<file path="src/verilog/drive_protection_pkg.sv">
package drive_protection_pkg;

   // ----------------------------------------------------------------
   // Clock and time base
   // ----------------------------------------------------------------
   localparam int unsigned CLK_HZ           = 40_000_000;
   localparam int unsigned TICK_TIME_US     = 1000;
   localparam int unsigned TICK_CYCLES      = CLK_HZ / 1_000_000 * TICK_TIME_US;
   localparam int unsigned WAIT_UNIT_MS     = 100;
   localparam int unsigned BRAKE_CONT_S     = 15;
   localparam int unsigned BRAKE_CONT_MS    = BRAKE_CONT_S * 1000;
   localparam int unsigned DUTY_SCALE       = 100;

   // ----------------------------------------------------------------
   // Widths
   // ----------------------------------------------------------------
   localparam int unsigned SAMPLE_W         = 16;
   localparam int unsigned WAIT_W           = 11;
   localparam int unsigned LOSS_CNT_W       = 17;
   localparam int unsigned CONT_CNT_W       = 14;
   localparam int unsigned SEQ_CNT_W        = 24;
   localparam int unsigned IRQ_W            = 3;

   // ----------------------------------------------------------------
   // Register map (byte addresses)
   // ----------------------------------------------------------------
   localparam logic [7:0] ADDR_CONFIG       = 8'h00;
   localparam logic [7:0] ADDR_LOSS_WAIT    = 8'h04;
   localparam logic [7:0] ADDR_BRAKE_DUTY   = 8'h08;
   localparam logic [7:0] ADDR_OUT_SELECT   = 8'h0C;
   localparam logic [7:0] ADDR_RATED_CURR   = 8'h10;
   localparam logic [7:0] ADDR_REF_MINIMUM  = 8'h14;
   localparam logic [7:0] ADDR_LIVE_STATUS  = 8'h18;
   localparam logic [7:0] ADDR_IRQ_STATUS   = 8'h1C;
   localparam logic [7:0] ADDR_IRQ_MASK     = 8'h20;

   // ----------------------------------------------------------------
   // Field positions
   // ----------------------------------------------------------------
   localparam int unsigned CFG_CRIT_LSB     = 0;
   localparam int unsigned CFG_ACTION_LSB   = 4;
   localparam int unsigned CFG_SRC_LSB      = 8;
   localparam int unsigned CFG_DUTY_LIM_BIT = 12;
   localparam int unsigned OSEL_TR_LSB      = 0;
   localparam int unsigned OSEL_RLY_LSB     = 8;
   localparam int unsigned RMIN_CURR_LSB    = 16;
   localparam int unsigned LIVE_OVERLOAD    = 0;
   localparam int unsigned LIVE_LOSS_SEEN   = 1;
   localparam int unsigned LIVE_LOSS_ACT    = 2;
   localparam int unsigned LIVE_BRAKE       = 3;
   localparam int unsigned LIVE_BRAKE_HOLD  = 4;
   localparam int unsigned IRQ_OVERLOAD     = 0;
   localparam int unsigned IRQ_LOSS         = 1;
   localparam int unsigned IRQ_BRAKE        = 2;

   // ----------------------------------------------------------------
   // Codes and reset values
   // ----------------------------------------------------------------
   localparam logic [1:0] CRIT_OFF          = 2'h0;
   localparam logic [1:0] CRIT_HALF         = 2'h1;
   localparam logic [1:0] CRIT_BELOW        = 2'h2;
   localparam logic [1:0] ACT_CONTINUE      = 2'h0;
   localparam logic [1:0] ACT_COAST         = 2'h1;
   localparam logic [1:0] ACT_DECEL         = 2'h2;
   localparam logic [2:0] SRC_VOLT          = 3'h3;
   localparam logic [2:0] SRC_CURR          = 3'h4;
   localparam logic [2:0] SRC_VOLT_CURR     = 3'h6;
   localparam logic [2:0] SRC_COMM          = 3'h7;
   localparam logic [4:0] OSEL_OVERLOAD     = 5'h06;
   localparam logic [4:0] OSEL_REF_LOSS     = 5'h0B;
   localparam logic [4:0] RST_TR_SEL        = 5'h0C;
   localparam logic [4:0] RST_RLY_SEL       = 5'h11;
   localparam logic [WAIT_W-1:0] RST_WAIT   = 11'h00A;
   localparam logic [WAIT_W-1:0] WAIT_MIN   = 11'h001;
   localparam logic [WAIT_W-1:0] WAIT_MAX   = 11'h4B0;
   localparam logic [4:0] RST_DUTY_PCT      = 5'h0A;
   localparam logic [4:0] DUTY_PCT_MAX      = 5'h1E;

   typedef enum logic [1:0] {LOSS_IDLE, LOSS_WAITING, LOSS_APPLIED}
      loss_state_e;

   typedef struct packed {
      logic [SAMPLE_W-1:0] volt;
      logic [SAMPLE_W-1:0] curr;
      logic                comm_valid;
   } ref_in_s;

   typedef struct packed {
      logic [1:0]        crit;
      logic [1:0]        action;
      logic [2:0]        src;
      logic              duty_lim;
      logic [WAIT_W-1:0] wait_time;
      logic [4:0]        duty_pct;
      logic [4:0]        tr_sel;
      logic [4:0]        rly_sel;
   } cfg_s;

endpackage

</file>
<file path="src/verilog/tick_divider.sv">
`timescale 1ns/1ps
module tick_divider
   import drive_protection_pkg::*;
#(
   parameter int unsigned CYCLES = TICK_CYCLES
)
(
   input  wire logic pclk,
   input  wire logic presetn,
   input  wire logic ce,
   output logic      tick
);

   // ----------------------------------------------------------------
   // Elaboration check
   // ----------------------------------------------------------------
   if (CYCLES < 2 || CYCLES > 32'h00FF_FFFF)
   begin : g_bad
      $error("tick_divider: CYCLES out of range");
   end

   typedef struct packed {
      logic [23:0] cnt;
      logic        tick;
   } tick_state_s;

   tick_state_s s;
   tick_state_s next_s;

   always_comb
   begin
      next_s      = s;
      next_s.tick = 1'b0;
      if (s.cnt == 24'(CYCLES - 1))
      begin
         next_s.cnt  = 24'h00_0000;
         next_s.tick = 1'b1;
      end
      else
      begin
         next_s.cnt = s.cnt + 24'h00_0001;
      end
   end

   always_ff @(posedge pclk or negedge presetn)
   begin
      if (!presetn)
         s <= '0;
      else if (ce)
         s <= next_s;
   end

   assign tick = s.tick;

endmodule

</file>
<file path="src/verilog/drive_protection_monitor.sv">
// Functional notes
// - Overload is flagged while measured current exceeds the rated current.
// - Output select code 6 drives that output during overload trip.
// - Output select code 11 drives that output on frequency command loss.
// - Loss is supervised on voltage, current or communication references.
// - Criterion 0 off, 1 below half minimum, 2 below minimum.
// - Combined source: loss if either input is below its minimum.
// - Loss action waits 0.1 to 120 s, default 1.0 s.
// - Action 0 holds frequency, 1 coasts, 2 decelerates to stop.
// - Duty limit select 1 restricts brake duty; 0 leaves it free.
// - Brake duty 0 to 30 percent, default 10, per sequence.
// - Brake enable never stays on longer than 15 s at once.
// - Duty is braking time over whole sequence time, in percent.
`timescale 1ns/1ps
module drive_protection_monitor
   import drive_protection_pkg::*;
#(
   parameter int unsigned          TICK_DIV   = TICK_CYCLES,
   parameter logic [SAMPLE_W-1:0]  RATED_RST  = 16'h0100,
   parameter logic [SAMPLE_W-1:0]  VMIN_RST   = 16'h0000,
   parameter logic [SAMPLE_W-1:0]  IMIN_RST   = 16'h0000
)
(
   input  wire logic                pclk,
   input  wire logic                presetn,
   input  wire logic                ce,
   input  wire logic                psel,
   input  wire logic                penable,
   input  wire logic                pwrite,
   input  wire logic [7:0]          paddr,
   input  wire logic [31:0]         pwdata,
   output logic      [31:0]         prdata,
   output logic                     pready,
   output logic                     pslverr,
   input  wire logic [SAMPLE_W-1:0] output_current,
   input  wire ref_in_s             ref_in,
   input  wire logic                brake_request,
   input  wire logic                seq_start,
   output logic                     open_collector_output,
   output logic                     alarm_relay,
   output logic                     output_shutoff,
   output logic                     decel_request,
   output logic                     hold_frequency,
   output logic                     brake_enable,
   output logic                     irq
);

   // ----------------------------------------------------------------
   // Elaboration check
   // ----------------------------------------------------------------
   if (RATED_RST == '0)
   begin : g_bad_rated
      $error("drive_protection_monitor: rated current must be nonzero");
   end

   typedef struct packed {
      cfg_s                  cfg;
      logic [SAMPLE_W-1:0]   rated;
      logic [SAMPLE_W-1:0]   vmin;
      logic [SAMPLE_W-1:0]   imin;
      loss_state_e           loss_st;
      logic [LOSS_CNT_W-1:0] loss_ms;
      logic [CONT_CNT_W-1:0] cont_ms;
      logic                  cont_hold;
      logic [SEQ_CNT_W-1:0]  seq_ms;
      logic [SEQ_CNT_W-1:0]  brake_ms;
      logic                  overload;
      logic                  brake_en;
      logic                  shutoff;
      logic                  decel;
      logic                  hold;
      logic                  oc_out;
      logic                  relay_out;
      logic [IRQ_W-1:0]      irq_status;
      logic [IRQ_W-1:0]      irq_mask;
      logic                  irq;
      logic [31:0]           prdata;
      logic                  pready;
      logic                  pslverr;
   } state_s;

   state_s s;
   state_s next_s;
   logic   tick;

   tick_divider #(
      .CYCLES (TICK_DIV)
   ) tick_divider_i (
      .pclk    (pclk),
      .presetn (presetn),
      .ce      (ce),
      .tick    (tick)
   );

   // ----------------------------------------------------------------
   // Helpers
   // ----------------------------------------------------------------
   function automatic logic below_min(input logic [SAMPLE_W-1:0] smp,
                                      input logic [SAMPLE_W-1:0] mn,
                                      input logic [1:0]          crit);
      logic r;
      r = 1'b0;
      case (crit)
         CRIT_HALF:  r = smp < (mn >> 1);
         CRIT_BELOW: r = smp < mn;
         default:    r = 1'b0;
      endcase
      return r;
   endfunction

   function automatic logic out_drive(input logic [4:0] sel,
                                      input logic       ovl,
                                      input logic       lost);
      return ((sel == OSEL_OVERLOAD) && ovl)
          || ((sel == OSEL_REF_LOSS) && lost);
   endfunction

   function automatic logic addr_mapped(input logic [7:0] a);
      return a == ADDR_CONFIG || a == ADDR_LOSS_WAIT || a == ADDR_BRAKE_DUTY
          || a == ADDR_OUT_SELECT || a == ADDR_RATED_CURR
          || a == ADDR_REF_MINIMUM || a == ADDR_LIVE_STATUS
          || a == ADDR_IRQ_STATUS || a == ADDR_IRQ_MASK;
   endfunction

   // ----------------------------------------------------------------
   // Next state
   // ----------------------------------------------------------------
   always_comb
   begin
      logic                  setup;
      logic                  wr;
      logic                  loss_now;
      logic                  lost;
      logic                  duty_ok;
      logic [LOSS_CNT_W-1:0] wait_ms;
      logic [31:0]           used;
      logic [31:0]           allowed;
      logic [IRQ_W-1:0]      events;
      logic [IRQ_W-1:0]      clr;
      logic [31:0]           rd;
      next_s   = s;
      setup    = psel && !penable;
      wr       = psel && penable && s.pready && pwrite && !s.pslverr;
      events   = '0;
      clr      = '0;
      rd       = '0;
      loss_now = 1'b0;
      lost     = 1'b0;
      duty_ok  = 1'b0;
      wait_ms  = '0;
      used     = '0;
      allowed  = '0;

      // Register writes take effect at the completing access edge
      if (wr)
      begin
         case (paddr)
            ADDR_CONFIG:
            begin
               next_s.cfg.crit     = pwdata[CFG_CRIT_LSB +: 2];
               next_s.cfg.action   = pwdata[CFG_ACTION_LSB +: 2];
               next_s.cfg.src      = pwdata[CFG_SRC_LSB +: 3];
               next_s.cfg.duty_lim = pwdata[CFG_DUTY_LIM_BIT];
            end
            ADDR_LOSS_WAIT:
            begin
               if (pwdata[WAIT_W-1:0] > WAIT_MAX || pwdata[31:WAIT_W] != '0)
                  next_s.cfg.wait_time = WAIT_MAX;
               else if (pwdata[WAIT_W-1:0] < WAIT_MIN)
                  next_s.cfg.wait_time = WAIT_MIN;
               else
                  next_s.cfg.wait_time = pwdata[WAIT_W-1:0];
            end
            ADDR_BRAKE_DUTY:
            begin
               if (pwdata[31:0] > 32'(DUTY_PCT_MAX))
                  next_s.cfg.duty_pct = DUTY_PCT_MAX;
               else
                  next_s.cfg.duty_pct = pwdata[4:0];
            end
            ADDR_OUT_SELECT:
            begin
               next_s.cfg.tr_sel  = pwdata[OSEL_TR_LSB +: 5];
               next_s.cfg.rly_sel = pwdata[OSEL_RLY_LSB +: 5];
            end
            ADDR_RATED_CURR:  next_s.rated = pwdata[SAMPLE_W-1:0];
            ADDR_REF_MINIMUM:
            begin
               next_s.vmin = pwdata[SAMPLE_W-1:0];
               next_s.imin = pwdata[RMIN_CURR_LSB +: SAMPLE_W];
            end
            ADDR_IRQ_STATUS:  clr = pwdata[IRQ_W-1:0];
            ADDR_IRQ_MASK:    next_s.irq_mask = pwdata[IRQ_W-1:0];
            default:          next_s.irq_mask = s.irq_mask;
         endcase
      end

      next_s.overload = output_current > s.rated;

      case (s.cfg.src)
         SRC_VOLT:      loss_now = below_min(ref_in.volt, s.vmin, s.cfg.crit);
         SRC_CURR:      loss_now = below_min(ref_in.curr, s.imin, s.cfg.crit);
         SRC_VOLT_CURR: loss_now = below_min(ref_in.volt, s.vmin, s.cfg.crit)
                                 || below_min(ref_in.curr, s.imin, s.cfg.crit);
         // criterion 0 also disables comm check
         SRC_COMM:      loss_now = (s.cfg.crit != CRIT_OFF)
                                 && !ref_in.comm_valid;
         default:       loss_now = 1'b0;
      endcase

      wait_ms  = LOSS_CNT_W'(s.cfg.wait_time * WAIT_UNIT_MS);
      case (s.loss_st)
         LOSS_IDLE:
         begin
            next_s.loss_ms = '0;
            if (loss_now)
               next_s.loss_st = LOSS_WAITING;
         end
         LOSS_WAITING:
         begin
            if (!loss_now)
               next_s.loss_st = LOSS_IDLE;
            else if (tick)
            begin
               next_s.loss_ms = s.loss_ms + 1'b1;
               if (next_s.loss_ms > wait_ms)
               begin
                  next_s.loss_st   = LOSS_APPLIED;
                  events[IRQ_LOSS] = 1'b1;
               end
            end
         end
         LOSS_APPLIED:
         begin
            if (!loss_now)
               next_s.loss_st = LOSS_IDLE;
         end
         default: next_s.loss_st = LOSS_IDLE;
      endcase
      lost = next_s.loss_st == LOSS_APPLIED;

      next_s.hold    = lost && s.cfg.action == ACT_CONTINUE;
      next_s.decel   = lost && s.cfg.action == ACT_DECEL;
      next_s.shutoff = next_s.overload || (lost && s.cfg.action == ACT_COAST);

      next_s.oc_out    = out_drive(s.cfg.tr_sel, next_s.overload, lost);
      next_s.relay_out = out_drive(s.cfg.rly_sel, next_s.overload, lost);

      // Sequence time base; counters saturate instead of wrapping so a
      // very long sequence cannot suddenly grant braking again
      if (seq_start)
      begin
         next_s.seq_ms   = '0;
         next_s.brake_ms = '0;
      end
      else if (tick)
      begin
         if (s.seq_ms != '1)
            next_s.seq_ms = s.seq_ms + 1'b1;
         if (s.brake_en && s.brake_ms != '1)
            next_s.brake_ms = s.brake_ms + 1'b1;
      end

      // braking time versus whole sequence time
      used    = 32'(s.brake_ms) * 32'(DUTY_SCALE);
      allowed = 32'(s.seq_ms) * 32'(s.cfg.duty_pct);
      duty_ok = !s.cfg.duty_lim || (used < allowed);

      if (!brake_request)
      begin
         next_s.cont_ms   = '0;
         next_s.cont_hold = 1'b0;
      end
      else if (tick && s.brake_en)
      begin
         next_s.cont_ms = s.cont_ms + 1'b1;
         if (next_s.cont_ms >= CONT_CNT_W'(BRAKE_CONT_MS))
            next_s.cont_hold = 1'b1;
      end
      next_s.brake_en = brake_request && duty_ok && !next_s.cont_hold;

      events[IRQ_OVERLOAD] = next_s.overload && !s.overload;
      events[IRQ_BRAKE]    = s.brake_en && brake_request && !next_s.brake_en;

      // Set wins over a same-cycle clear
      next_s.irq_status = (s.irq_status & ~clr) | events;
      next_s.irq        = |(next_s.irq_status & next_s.irq_mask);

      // Read data is captured in setup so prdata comes from a flop
      case (paddr)
         ADDR_CONFIG:
         begin
            rd[CFG_CRIT_LSB +: 2]   = s.cfg.crit;
            rd[CFG_ACTION_LSB +: 2] = s.cfg.action;
            rd[CFG_SRC_LSB +: 3]    = s.cfg.src;
            rd[CFG_DUTY_LIM_BIT]    = s.cfg.duty_lim;
         end
         ADDR_LOSS_WAIT:   rd[WAIT_W-1:0] = s.cfg.wait_time;
         ADDR_BRAKE_DUTY:  rd[4:0] = s.cfg.duty_pct;
         ADDR_OUT_SELECT:
         begin
            rd[OSEL_TR_LSB +: 5]  = s.cfg.tr_sel;
            rd[OSEL_RLY_LSB +: 5] = s.cfg.rly_sel;
         end
         ADDR_RATED_CURR:  rd[SAMPLE_W-1:0] = s.rated;
         ADDR_REF_MINIMUM:
         begin
            rd[SAMPLE_W-1:0]              = s.vmin;
            rd[RMIN_CURR_LSB +: SAMPLE_W] = s.imin;
         end
         ADDR_LIVE_STATUS:
         begin
            rd[LIVE_OVERLOAD]   = s.overload;
            rd[LIVE_LOSS_SEEN]  = s.loss_st != LOSS_IDLE;
            rd[LIVE_LOSS_ACT]   = s.loss_st == LOSS_APPLIED;
            rd[LIVE_BRAKE]      = s.brake_en;
            rd[LIVE_BRAKE_HOLD] = s.cont_hold;
         end
         ADDR_IRQ_STATUS:  rd[IRQ_W-1:0] = s.irq_status;
         ADDR_IRQ_MASK:    rd[IRQ_W-1:0] = s.irq_mask;
         default:          rd = '0;
      endcase
      next_s.pready  = setup;
      next_s.pslverr = setup && !addr_mapped(paddr);
      if (setup)
         next_s.prdata = rd;
   end

   always_ff @(posedge pclk or negedge presetn)
   begin
      if (!presetn)
      begin
         s              <= '0;
         s.cfg.wait_time <= RST_WAIT;
         s.cfg.duty_pct <= RST_DUTY_PCT;
         s.cfg.duty_lim <= 1'b1;
         s.cfg.tr_sel   <= RST_TR_SEL;
         s.cfg.rly_sel  <= RST_RLY_SEL;
         s.rated        <= RATED_RST;
         s.vmin         <= VMIN_RST;
         s.imin         <= IMIN_RST;
         s.loss_st      <= LOSS_IDLE;
      end
      else if (ce)
      begin
         s <= next_s;
      end
   end

   // ----------------------------------------------------------------
   // Outputs
   // ----------------------------------------------------------------
   assign prdata                = s.prdata;
   assign pready                = s.pready;
   assign pslverr               = s.pslverr;
   assign open_collector_output = s.oc_out;
   assign alarm_relay           = s.relay_out;
   assign output_shutoff        = s.shutoff;
   assign decel_request         = s.decel;
   assign hold_frequency        = s.hold;
   assign brake_enable          = s.brake_en;
   assign irq                   = s.irq;

endmodule

</file>
<file path="config.mk">
export PLATFORM = sky130hd
export DESIGN_NAME = drive_protection_monitor
export DESIGN_NICKNAME = d
export VERILOG_FILES = /design/src/verilog/drive_protection_pkg.sv /design/src/verilog/tick_divider.sv /design/src/verilog/drive_protection_monitor.sv
export SDC_FILE = /design/constraint.sdc
export NUM_CORES = 1
export LEC_CHECK = 0
export ABC_AREA = 1
export BUFFER_PORTS_ARGS = -buffer_cell sky130_fd_sc_hd__clkbuf_2
export CORE_ASPECT_RATIO = 0.9
export CORE_UTILIZATION = 55
export CTS_CLUSTER_DIAMETER = 100
export DETAILED_ROUTE_END_ITERATION = 6
export MAX_ROUTING_LAYER = met4
export PLACE_DENSITY = 0.82
export SYNTH_ARGS = -nofsm -noshare
export SYNTH_HDL_FRONTEND = slang
export SYNTH_SLANG_ARGS = --single-unit
</file>
<file path="constraint.sdc">
create_clock -name pclk -period 6.35 [get_ports pclk]
set_input_delay 0.3175 -clock pclk [delete_from_list [all_inputs] [get_ports pclk]]
set_output_delay 0.3175 -clock pclk [all_outputs]
set_load 0.02 [all_outputs]
</file>
# Word-level counts from Yosys, hierarchy flattened
# Cells that the tools add are included.
[op_classes]
bitwise = 4
n_mul = 3
addsub = 5
shifts = 0
reduce_logical = 65
n_lt_le_gt_ge = 11
n_mux = 44
div = 0
n_eq_ne = 29
[op_table]
columns = ["operator", "n"]
rows = [
  ["48-bit two-way mux", 2],
  ["24-bit by 1-bit adder with 24-bit output (second input constant)", 3],
  ["24-bit two-way mux", 3],
  ["24-bit inequality test (second input constant)", 2],
  ["17-bit one-hot mux with 2 select lines", 1],
  ["8-bit by 5-bit == test with 1-bit output (second input constant)", 4],
  ["32-bit by 5-bit > comparator with 1-bit output (second input constant)", 1],
  ["16-bit by 15-bit less-than comparator with 1-bit output", 2],
  ["16-bit less-than comparator", 2],
  ["31-bit by 29-bit less-than comparator with 1-bit output", 1],
  ["15-bit two-way mux", 2],
  ["24-bit by 5-bit multiplier with 29-bit output", 1],
  ["24-bit by 5-bit multiplier with 29-bit output (second input constant)", 1],
  ["24-bit by 16-bit == test with 1-bit output (second input constant)", 1],
  ["3-bit AND reduction", 8],
  ["11-bit two-way mux", 2],
  ["1-bit logical AND", 21],
  ["21-bit nonzero test", 1],
  ["19-bit two-way mux", 1],
  ["2-bit one-hot mux with 9 select lines", 1],
  ["17-bit by 1-bit adder with 17-bit output (second input constant)", 1],
  ["17-bit > comparator", 1],
  ["17-bit two-way mux", 1],
  ["8-bit by 4-bit == test with 1-bit output (second input constant)", 2],
  ["other kinds (41)", 96],
]
[word_totals]
mem_bits_ro = 0
wordCells = 193
out_inout_bits = 41
mem_count = 0
regBits = 237
latchBits = 0
ramBits = 0
input_bits = 97

# Longest topological paths before layout
# Gate-level depths: netlist (run 1).
[logic_depth]
ltp_word = 12
mapped_depth = 36
depth_no_buf = 34

# Cells and area by module
# Synthesis (run 1) repeated with hierarchy kept, for this count alone.
[unflattened]
hier_cells = 2933
area_unflattened_um2 = 22157.5
[by_module_without_submodules]
columns = ["module", "cells_each", "seq_area_each_um2", "instances", "area_each_um2"]
rows = [
  ["drive_protection_monitor", 2692, 5317.6, 1, 20541.0],
  ["tick_divider", 241, 625.6, 1, 1616.6],
]

# Worst setup path after synthesis (run 1)
# OpenSTA, ideal clock, no wires.
[synth_path]
path_kind = "register -> register"
start = "register s[191] (netlist name)"
end = "register s[40] (netlist name)"
slack_ns = 0.688
path_buffers = 2
setup_ns = 0.131
path_stages_with_launch = 33
required_time_ns = 6.219
period_less_slack_ns = 5.662
arrival_time_ns = 5.531
path_cell_list = "dfstp_2 > clkbuf_1 > clkbuf_1 > nand2_1 > inv_1 > fa_1 > fa_1 > inv_1 > fa_1 > inv_1 > ha_1 > a21o_1 > a21boi_1 > o211ai_2 > a21boi_1 > o21ai_1 > a21oi_1 > o21bai_1 > a21oi_1 > xor2_1 > ha_1 > nand2_1 > nor2_1 > a211oi_1 > o2111ai_1 > inv_1 > nand3_1 > nand2_1 > nand2_1 > nand2_1 > nand2_1 > nand2_1 > o21ai_0"
[synth_between]
elab_chain_len = 8
[synth_rtl]
columns = ["element", "line_no", "source"]
rows = [
  ["start, declared", "drive_protection_monitor.sv:82", "state_s s;"],
  ["start signal, assigned", "drive_protection_monitor.sv:346", "s <= next_s;"],
  ["24-bit by 5-bit multiplier with 29-bit output", "drive_protection_monitor.sv:266", "allowed = 32'(s.seq_ms) * 32'(s.cfg.duty_pct);"],
  ["31-bit by 29-bit less-than comparator with 1-bit output", "drive_protection_monitor.sv:267", "duty_ok = !s.cfg.duty_lim || (used < allowed);"],
  ["1-bit logical OR", "drive_protection_monitor.sv:267", ""],
  ["1-bit logical AND (2 in a row)", "drive_protection_monitor.sv:280", "next_s.brake_en = brake_request && duty_ok && !next_s.cont_hold;"],
  ["1-bit logical NOT", "drive_protection_monitor.sv:283", "events[IRQ_BRAKE] = s.brake_en && brake_request && !next_s.brake_en;"],
  ["1-bit logical AND", "drive_protection_monitor.sv:283", ""],
  ["3-bit bitwise OR", "drive_protection_monitor.sv:286", "next_s.irq_status = (s.irq_status & ~clr) | events;"],
]
# Every way passes these cells.
# A chain may end at the register's enable or synchronous reset.

# Worst setup path in the final report (run 1)
# Same ends and word-level chain as after synthesis.

==> flow_summary.ini, run 1 <==
[routing]
vias = 19200
wl_per_cell_um = 15.8
top_layer_used = met4
vias_per_cell = 5.47
drc = 0
wl_met2_um = 25200
postRouteAntennaNets = 0
drt_iter0_markers = 1420
routed_wl_um = 55600
drt-met1-wl_um = 25000
firstDrtPassIters = 6
dr_wl_met3_um = 3780

[logic_synthesis]
ys_async_sr_fraction = 1.00
synth_nets = 3339
synth_cell_types = 65
yosysSeqAreaShare = 0.273
synthCells = 2879
yosysWarnings = 0
synth_ff_type = dfrtp_1
synth_area_sq_um = 21800
avgSynthCellArea_sq_um = 7.57
synth-edff-count = 0
ys_seq_elements = 237

[worst_setup_path]
crit_path_end_kind = flop
worst_r2r_path_depth = 30
r2r_end = s[40]
crit_family = adder cells
crit_path_start = s[191]
crit_cells = 30
path_max_fanout = 11
path_buf_inv = 4
critPathCapture = s[40]
worstReg2RegStart = s[191]
rrSetupSlack_ns = 0.40
crit_required_ns = 6.80
cp_slowest_stage_delay_ns = 0.65
slowest_stage = dfstp_2
cp_common_cell = nand2_1
cp.arrival_ns = 6.39
critPathLaunchType = flop
critical_path_class = reg -> reg

[die]
ios = 138
core_sq_um = 38700
die_w_um = 212
fp-row-count = 68
dieArea_sq_um = 40400
start_util = 0.563
die_y_um = 191

[timing]
setup_viol = 0
finalHoldViolCount = 0
finalSetupTns_ns = 0
timing.final.crit_share = 0.936
tightest_slew_ns = 1.07
max_freq_mhz = 168
min_period_ns = 5.95
slew_viol_final = 0
skew_ns = 0.0140
hold_ws_ns = 0.0292
max_slew_margin = 0.286
grt_setup_unrepaired = false

[grt]
grtUsageTotal = 0.292
grt_pass1_wl_um = 93300
grt_pass1_vias = 19200
grt_antenna_before_repair = 3
overflow = 0
grt_max_degree = 97

[cts]
clk_latency_ns = 0.58
htreeDepth = 1
cts_tree = yes
clk_path_buf_depth = 3
clk_pin_slew_ns = 0.06
cts_buffers = 27
cts.sinks = 237
ctsRootBufferMaster = clkbuf_16

[placed_design]
portBuffers = 137
gp_congestion = 0.949
place_hpwl_um = 43900

[layout]
fin_nets = 3423
fillers = 3358
utilization = 0.614
drive_above_1_share = 0.0908
area_delta_synth_final_pct = 8.97
final_cell_mix = 597 x inv_1, 588 x nand2_1, 272 x ha_1
layout_commonest_cell = inv_1

[job]
max_cap_viol_count = 0

[hold_path]
worstHoldPathType = in -> reg
worstHoldPathCells = 3

[power]
irDropWorstVdd_mv = 0.213
power_density_nw_per_um2 = 156
p_leak_uw = 0.0130

[status]
status = completed
[power breakdown]
group | switching (uW) | internal (uW)
clock network | 671 | 1000
logic | 286 | 156
registers | 41.9 | 1550
total | 998 | 2710
[Yosys cell counts (14+ instances only)]
library cell,instances,area share
a21oi_1,166,0.038
buf_2,14,0.0032
buf_4,33,0.011
clkbuf_1,49,0.0084
dfrtp_1,227,0.26
fa_1,91,0.084
ha_1,272,0.16
inv_1,597,0.10
inv_2,15,0.0026
nand2_1,588,0.10
nand3_1,82,0.019
nand4_1,46,0.013
nor2_1,166,0.029
nor3_1,46,0.011
nor4_1,19,0.0055
o21ai_0,176,0.040
o22ai_1,29,0.0083
o31ai_1,24,0.0083
xnor2_1,37,0.015
xor2_1,55,0.022
[layout make-up]
class                      count  area (sq um)  area share
timing repair buffer         155           838      0.0353
sequential                   237          5940       0.250
clock inverter                12           161     0.00679
multi-input combinational   1928         13000       0.549
tap                          525           657      0.0277
antenna                        3          7.51    0.000316
inverter                     614          2310      0.0971
clock buffer                  38           797      0.0336
[tightest hold or removal path, stage by stage]
cell and delay (ns):
clkbuf_2 0.09, nor2_1 0.04, a21oi_1 0.10
[metal layers]
metal / global-route usage / up-vias
li1: - / 9370
met1: 0.386 / 9106
met2: 0.458 / 626
met3: 0.0497 / 125
met4: 0.0917 / 0
met5: - / -
[registers in the layout (all words and copies together) (netlist names)]
signal / cells
s: 171
hold_frequency: 1
output_shutoff: 1
irq: 1
decel_request: 1
pslverr: 1
alarm_relay: 1
pready: 1
tick_divider_i.tick: 1
prdata: 32
brake_enable: 1
open_collector_output: 1
tick_divider_i.s: 24
[worst min-delay path by stage]
stage                from     endpoint
6_report       pwdata[16]       s[130]
3_3_place_gp      presetn  alarm_relay
5_1_grt        pwdata[21]       s[135]
3_5_place_dp      presetn       s[155]
2_1_floorplan     presetn  alarm_relay
4_1_cts        pwdata[16]       s[130]
[metrics by stage]
stage / setup WS [ns] / cells / power [uW] / area, sq um
3_3_place_gp: 0.567 / 3455 / 2040 / 22700
4_1_cts: 0.400 / 3508 / 3740 / 23700
5_1_grt: 0.0115 / 3512 / 3860 / 23800
6_report: 0.404 / 3512 / 3710 / 23800
3_5_place_dp: 0.392 / 3455 / 2050 / 22700
2_1_floorplan: 0.688 / 2879 / 1880 / 21800
[cell families (layout without fill, tap and decap cells)]
kind of cell | Yosys count | in the layout | share of synthesized area
buffers and inverters | 714 | 819 | 0.130
AOI/OAI and AO/OA | 477 | 477 | 0.124
other | 0 | 3 | 0
and+or+nand+nor | 996 | 996 | 0.197
xor gates and xnor gates | 92 | 92 | 0.0370
adders and majority gates | 363 | 363 | 0.240
DFF | 237 | 237 | 0.273
[what timing repair did]
action / 4_1_cts / 5_1_grt
gates resized for setup: 0 / 2
hold buffers: 3 / 0
hold endpoints to repair: 89 / 0
setup buffers: 0 / 1
setup endpoints to repair: 0 / 2
(Power assumes the default switching activity.)
==> run 2, diff against run 1 <==
Settings changed: BUFFER_PORTS_ARGS -buffer_cell sky130_fd_sc_hd__clkbuf_2 to -buffer_cell sky130_fd_sc_hd__buf_2.
==> run 2 against run 1 <==
Compared with the run above:
- utilization increased by 0.097 points
- maximum frequency up 0.63%
- largest power group unchanged
- clock power barely moved
- largest cell class unchanged
- count of clock-buffer cells in the layout shrank 2
==> flow_summary.ini, run 2 (synthesized netlist as in run 1, its figures left out) <==
[power]
power_density_nw_per_um2 = 155
p_leak_uw = 0.0130
pwr-share-clk = 0.446
seqPwrFrac = 0.433
irDropWorstVdd_mv = 0.193
p_switching_uw = 1010
switching_share = 0.273
combinationalPowerShare = 0.121
intPower_uw = 2680

[die]
start_util = 0.563
die_y_um = 191
dieArea_sq_um = 40400
die_w_um = 212
ios = 138
core_sq_um = 38700
fp-row-count = 68

[routing]
drt_iter0_markers = 1553
wl_per_cell_um = 16.0
vias_per_cell = 5.50
routed_wl_um = 56200
drc = 0
vias = 19400
firstDrtPassIters = 5
postRouteAntennaNets = 0

[grt]
grt_pass1_wl_um = 92800
grt_pass1_vias = 19100
grtUsageTotal = 0.292
grt_antenna_before_repair = 6
grt_max_degree = 89
overflow = 0

[cts]
cts.sinks = 237
clk_path_buf_depth = 3
cts_tree = yes
ctsRootBufferMaster = clkbuf_16
cts_buffers = 27
clk_latency_ns = 0.58
clk_pin_slew_ns = 0.06
htreeDepth = 1

[timing]
skew_ns = 0.0120
tightest_slew_ns = 1.10
slew_viol_final = 0
timing.final.crit_share = 0.931
setup_viol = 0
timing.final.ws_setup_ns = 0.441
max_slew_margin = 0.267
finalHoldViolCount = 0
min_period_ns = 5.91
hold_ws_ns = 0.0281
max_freq_mhz = 169

[placed_design]
place_hpwl_um = 44100
gp_congestion = 0.949
dpl_cell_area_sq_um = 22700
portBuffers = 137
pre_cts_ws_ns = 0.296
post-place-cells = 3453

[worst_setup_path]
slowest_stage = dfstp_2
cp_common_cell = nand2_1
path_max_fanout = 6
critPathLaunchType = flop
cp_slowest_stage_delay_ns = 0.61
critical_path_class = reg -> reg
cp.arrival_ns = 6.33
crit_path_end_kind = flop
crit_required_ns = 6.77
rrSetupSlack_ns = 0.44

[layout]
final_cell_mix = 597 x inv_1, 587 x nand2_1, 272 x ha_1
final_cell_area_sq_um = 23800
drive_above_1_share = 0.0934
final_cells = 3518
fin_nets = 3426
largest_register_ffs = 171
largest_register = s
layout_commonest_cell = inv_1
area_delta_synth_final_pct = 9.14

[job]
max_cap_viol_count = 0

[hold_path]
worstHoldPathType = in -> reg

[status]
status = completed
run 2: repair_timing:
| item | CTS | global route |
|---|---|---|
| resized for setup | 0 | 8 |
| setup endpoints to repair | 0 | 3 |
| endpoints found under the hold margin | 81 | 0 |
| buffers inserted | 0 | 5 |
| hold buffers | 4 | 0 |
run 2: per-layer routing:
| metal | GRT usage | vias up | part of all wire |
|---|---|---|---|
| li1 | - | 9374 | - |
| met1 | 0.378 | 9188 | 0.43 |
| met2 | 0.463 | 652 | 0.46 |
| met3 | 0.0509 | 142 | 0.072 |
| met4 | 0.102 | 0 | 0.032 |
| met5 | - | - | 0 |
run 2: final cells by class:
cell class | count | area, sq um
Fill cell | 3411 | 14900
Tap cell | 525 | 657
Sequential cell | 237 | 5950
Timing Repair Buffer | 158 | 876
Antenna cell | 6 | 15.0
Clock buffer | 36 | 759
Clock inverter | 14 | 170
Inverter | 614 | 2310
Multi-Input combinational cell | 1928 | 13100
run 2: stage by stage:
step            util  setup TNS, ns  power (uW)
2_1_floorplan      -              0        1880
3_3_place_gp   0.587              0        2040
3_5_place_dp   0.587              0        2060
4_1_cts        0.612              0        3710
5_1_grt        0.615        -0.0241        3840
6_report       0.615              0        3690
run 2: worst max-delay path: cells and delay by family, from the launching register on:
| kind | cells | cell delay, ns |
|---|---|---|
| xor gates and xnor gates | 1 | 0.15 |
| DFF | 1 | 0.61 |
| adders and majority gates | 5 | 2.16 |
| and+or+nand+nor | 12 | 0.97 |
| buffers and inverters | 5 | 0.39 |
| AOI/OAI and AO/OA | 9 | 1.46 |
run 2: power groups by stage:
stage | Combinational [uW] | Clock, uW | Sequential, uW
detailed placement | 435 | 0 | 1620
global placement | 416 | 0 | 1620
floorplan | 267 | 0 | 1610
finish | 445 | 1640 | 1600
global route | 507 | 1730 | 1600
CTS | 442 | 1670 | 1590
run 2: path summary, 6_finish.rpt:
path	startpoint	endpoint	cells after the start
worst max-delay path	s[191]	s[40]	32
worst min-delay path	pwdata[8]	s[201]	3
worst max register to register	s[191]	s[40]	32
worst min register to register	prdata[21]	prdata[21]	2
max in group asynchronous	presetn	prdata[14]	3
min in group asynchronous	presetn	s[171]	2
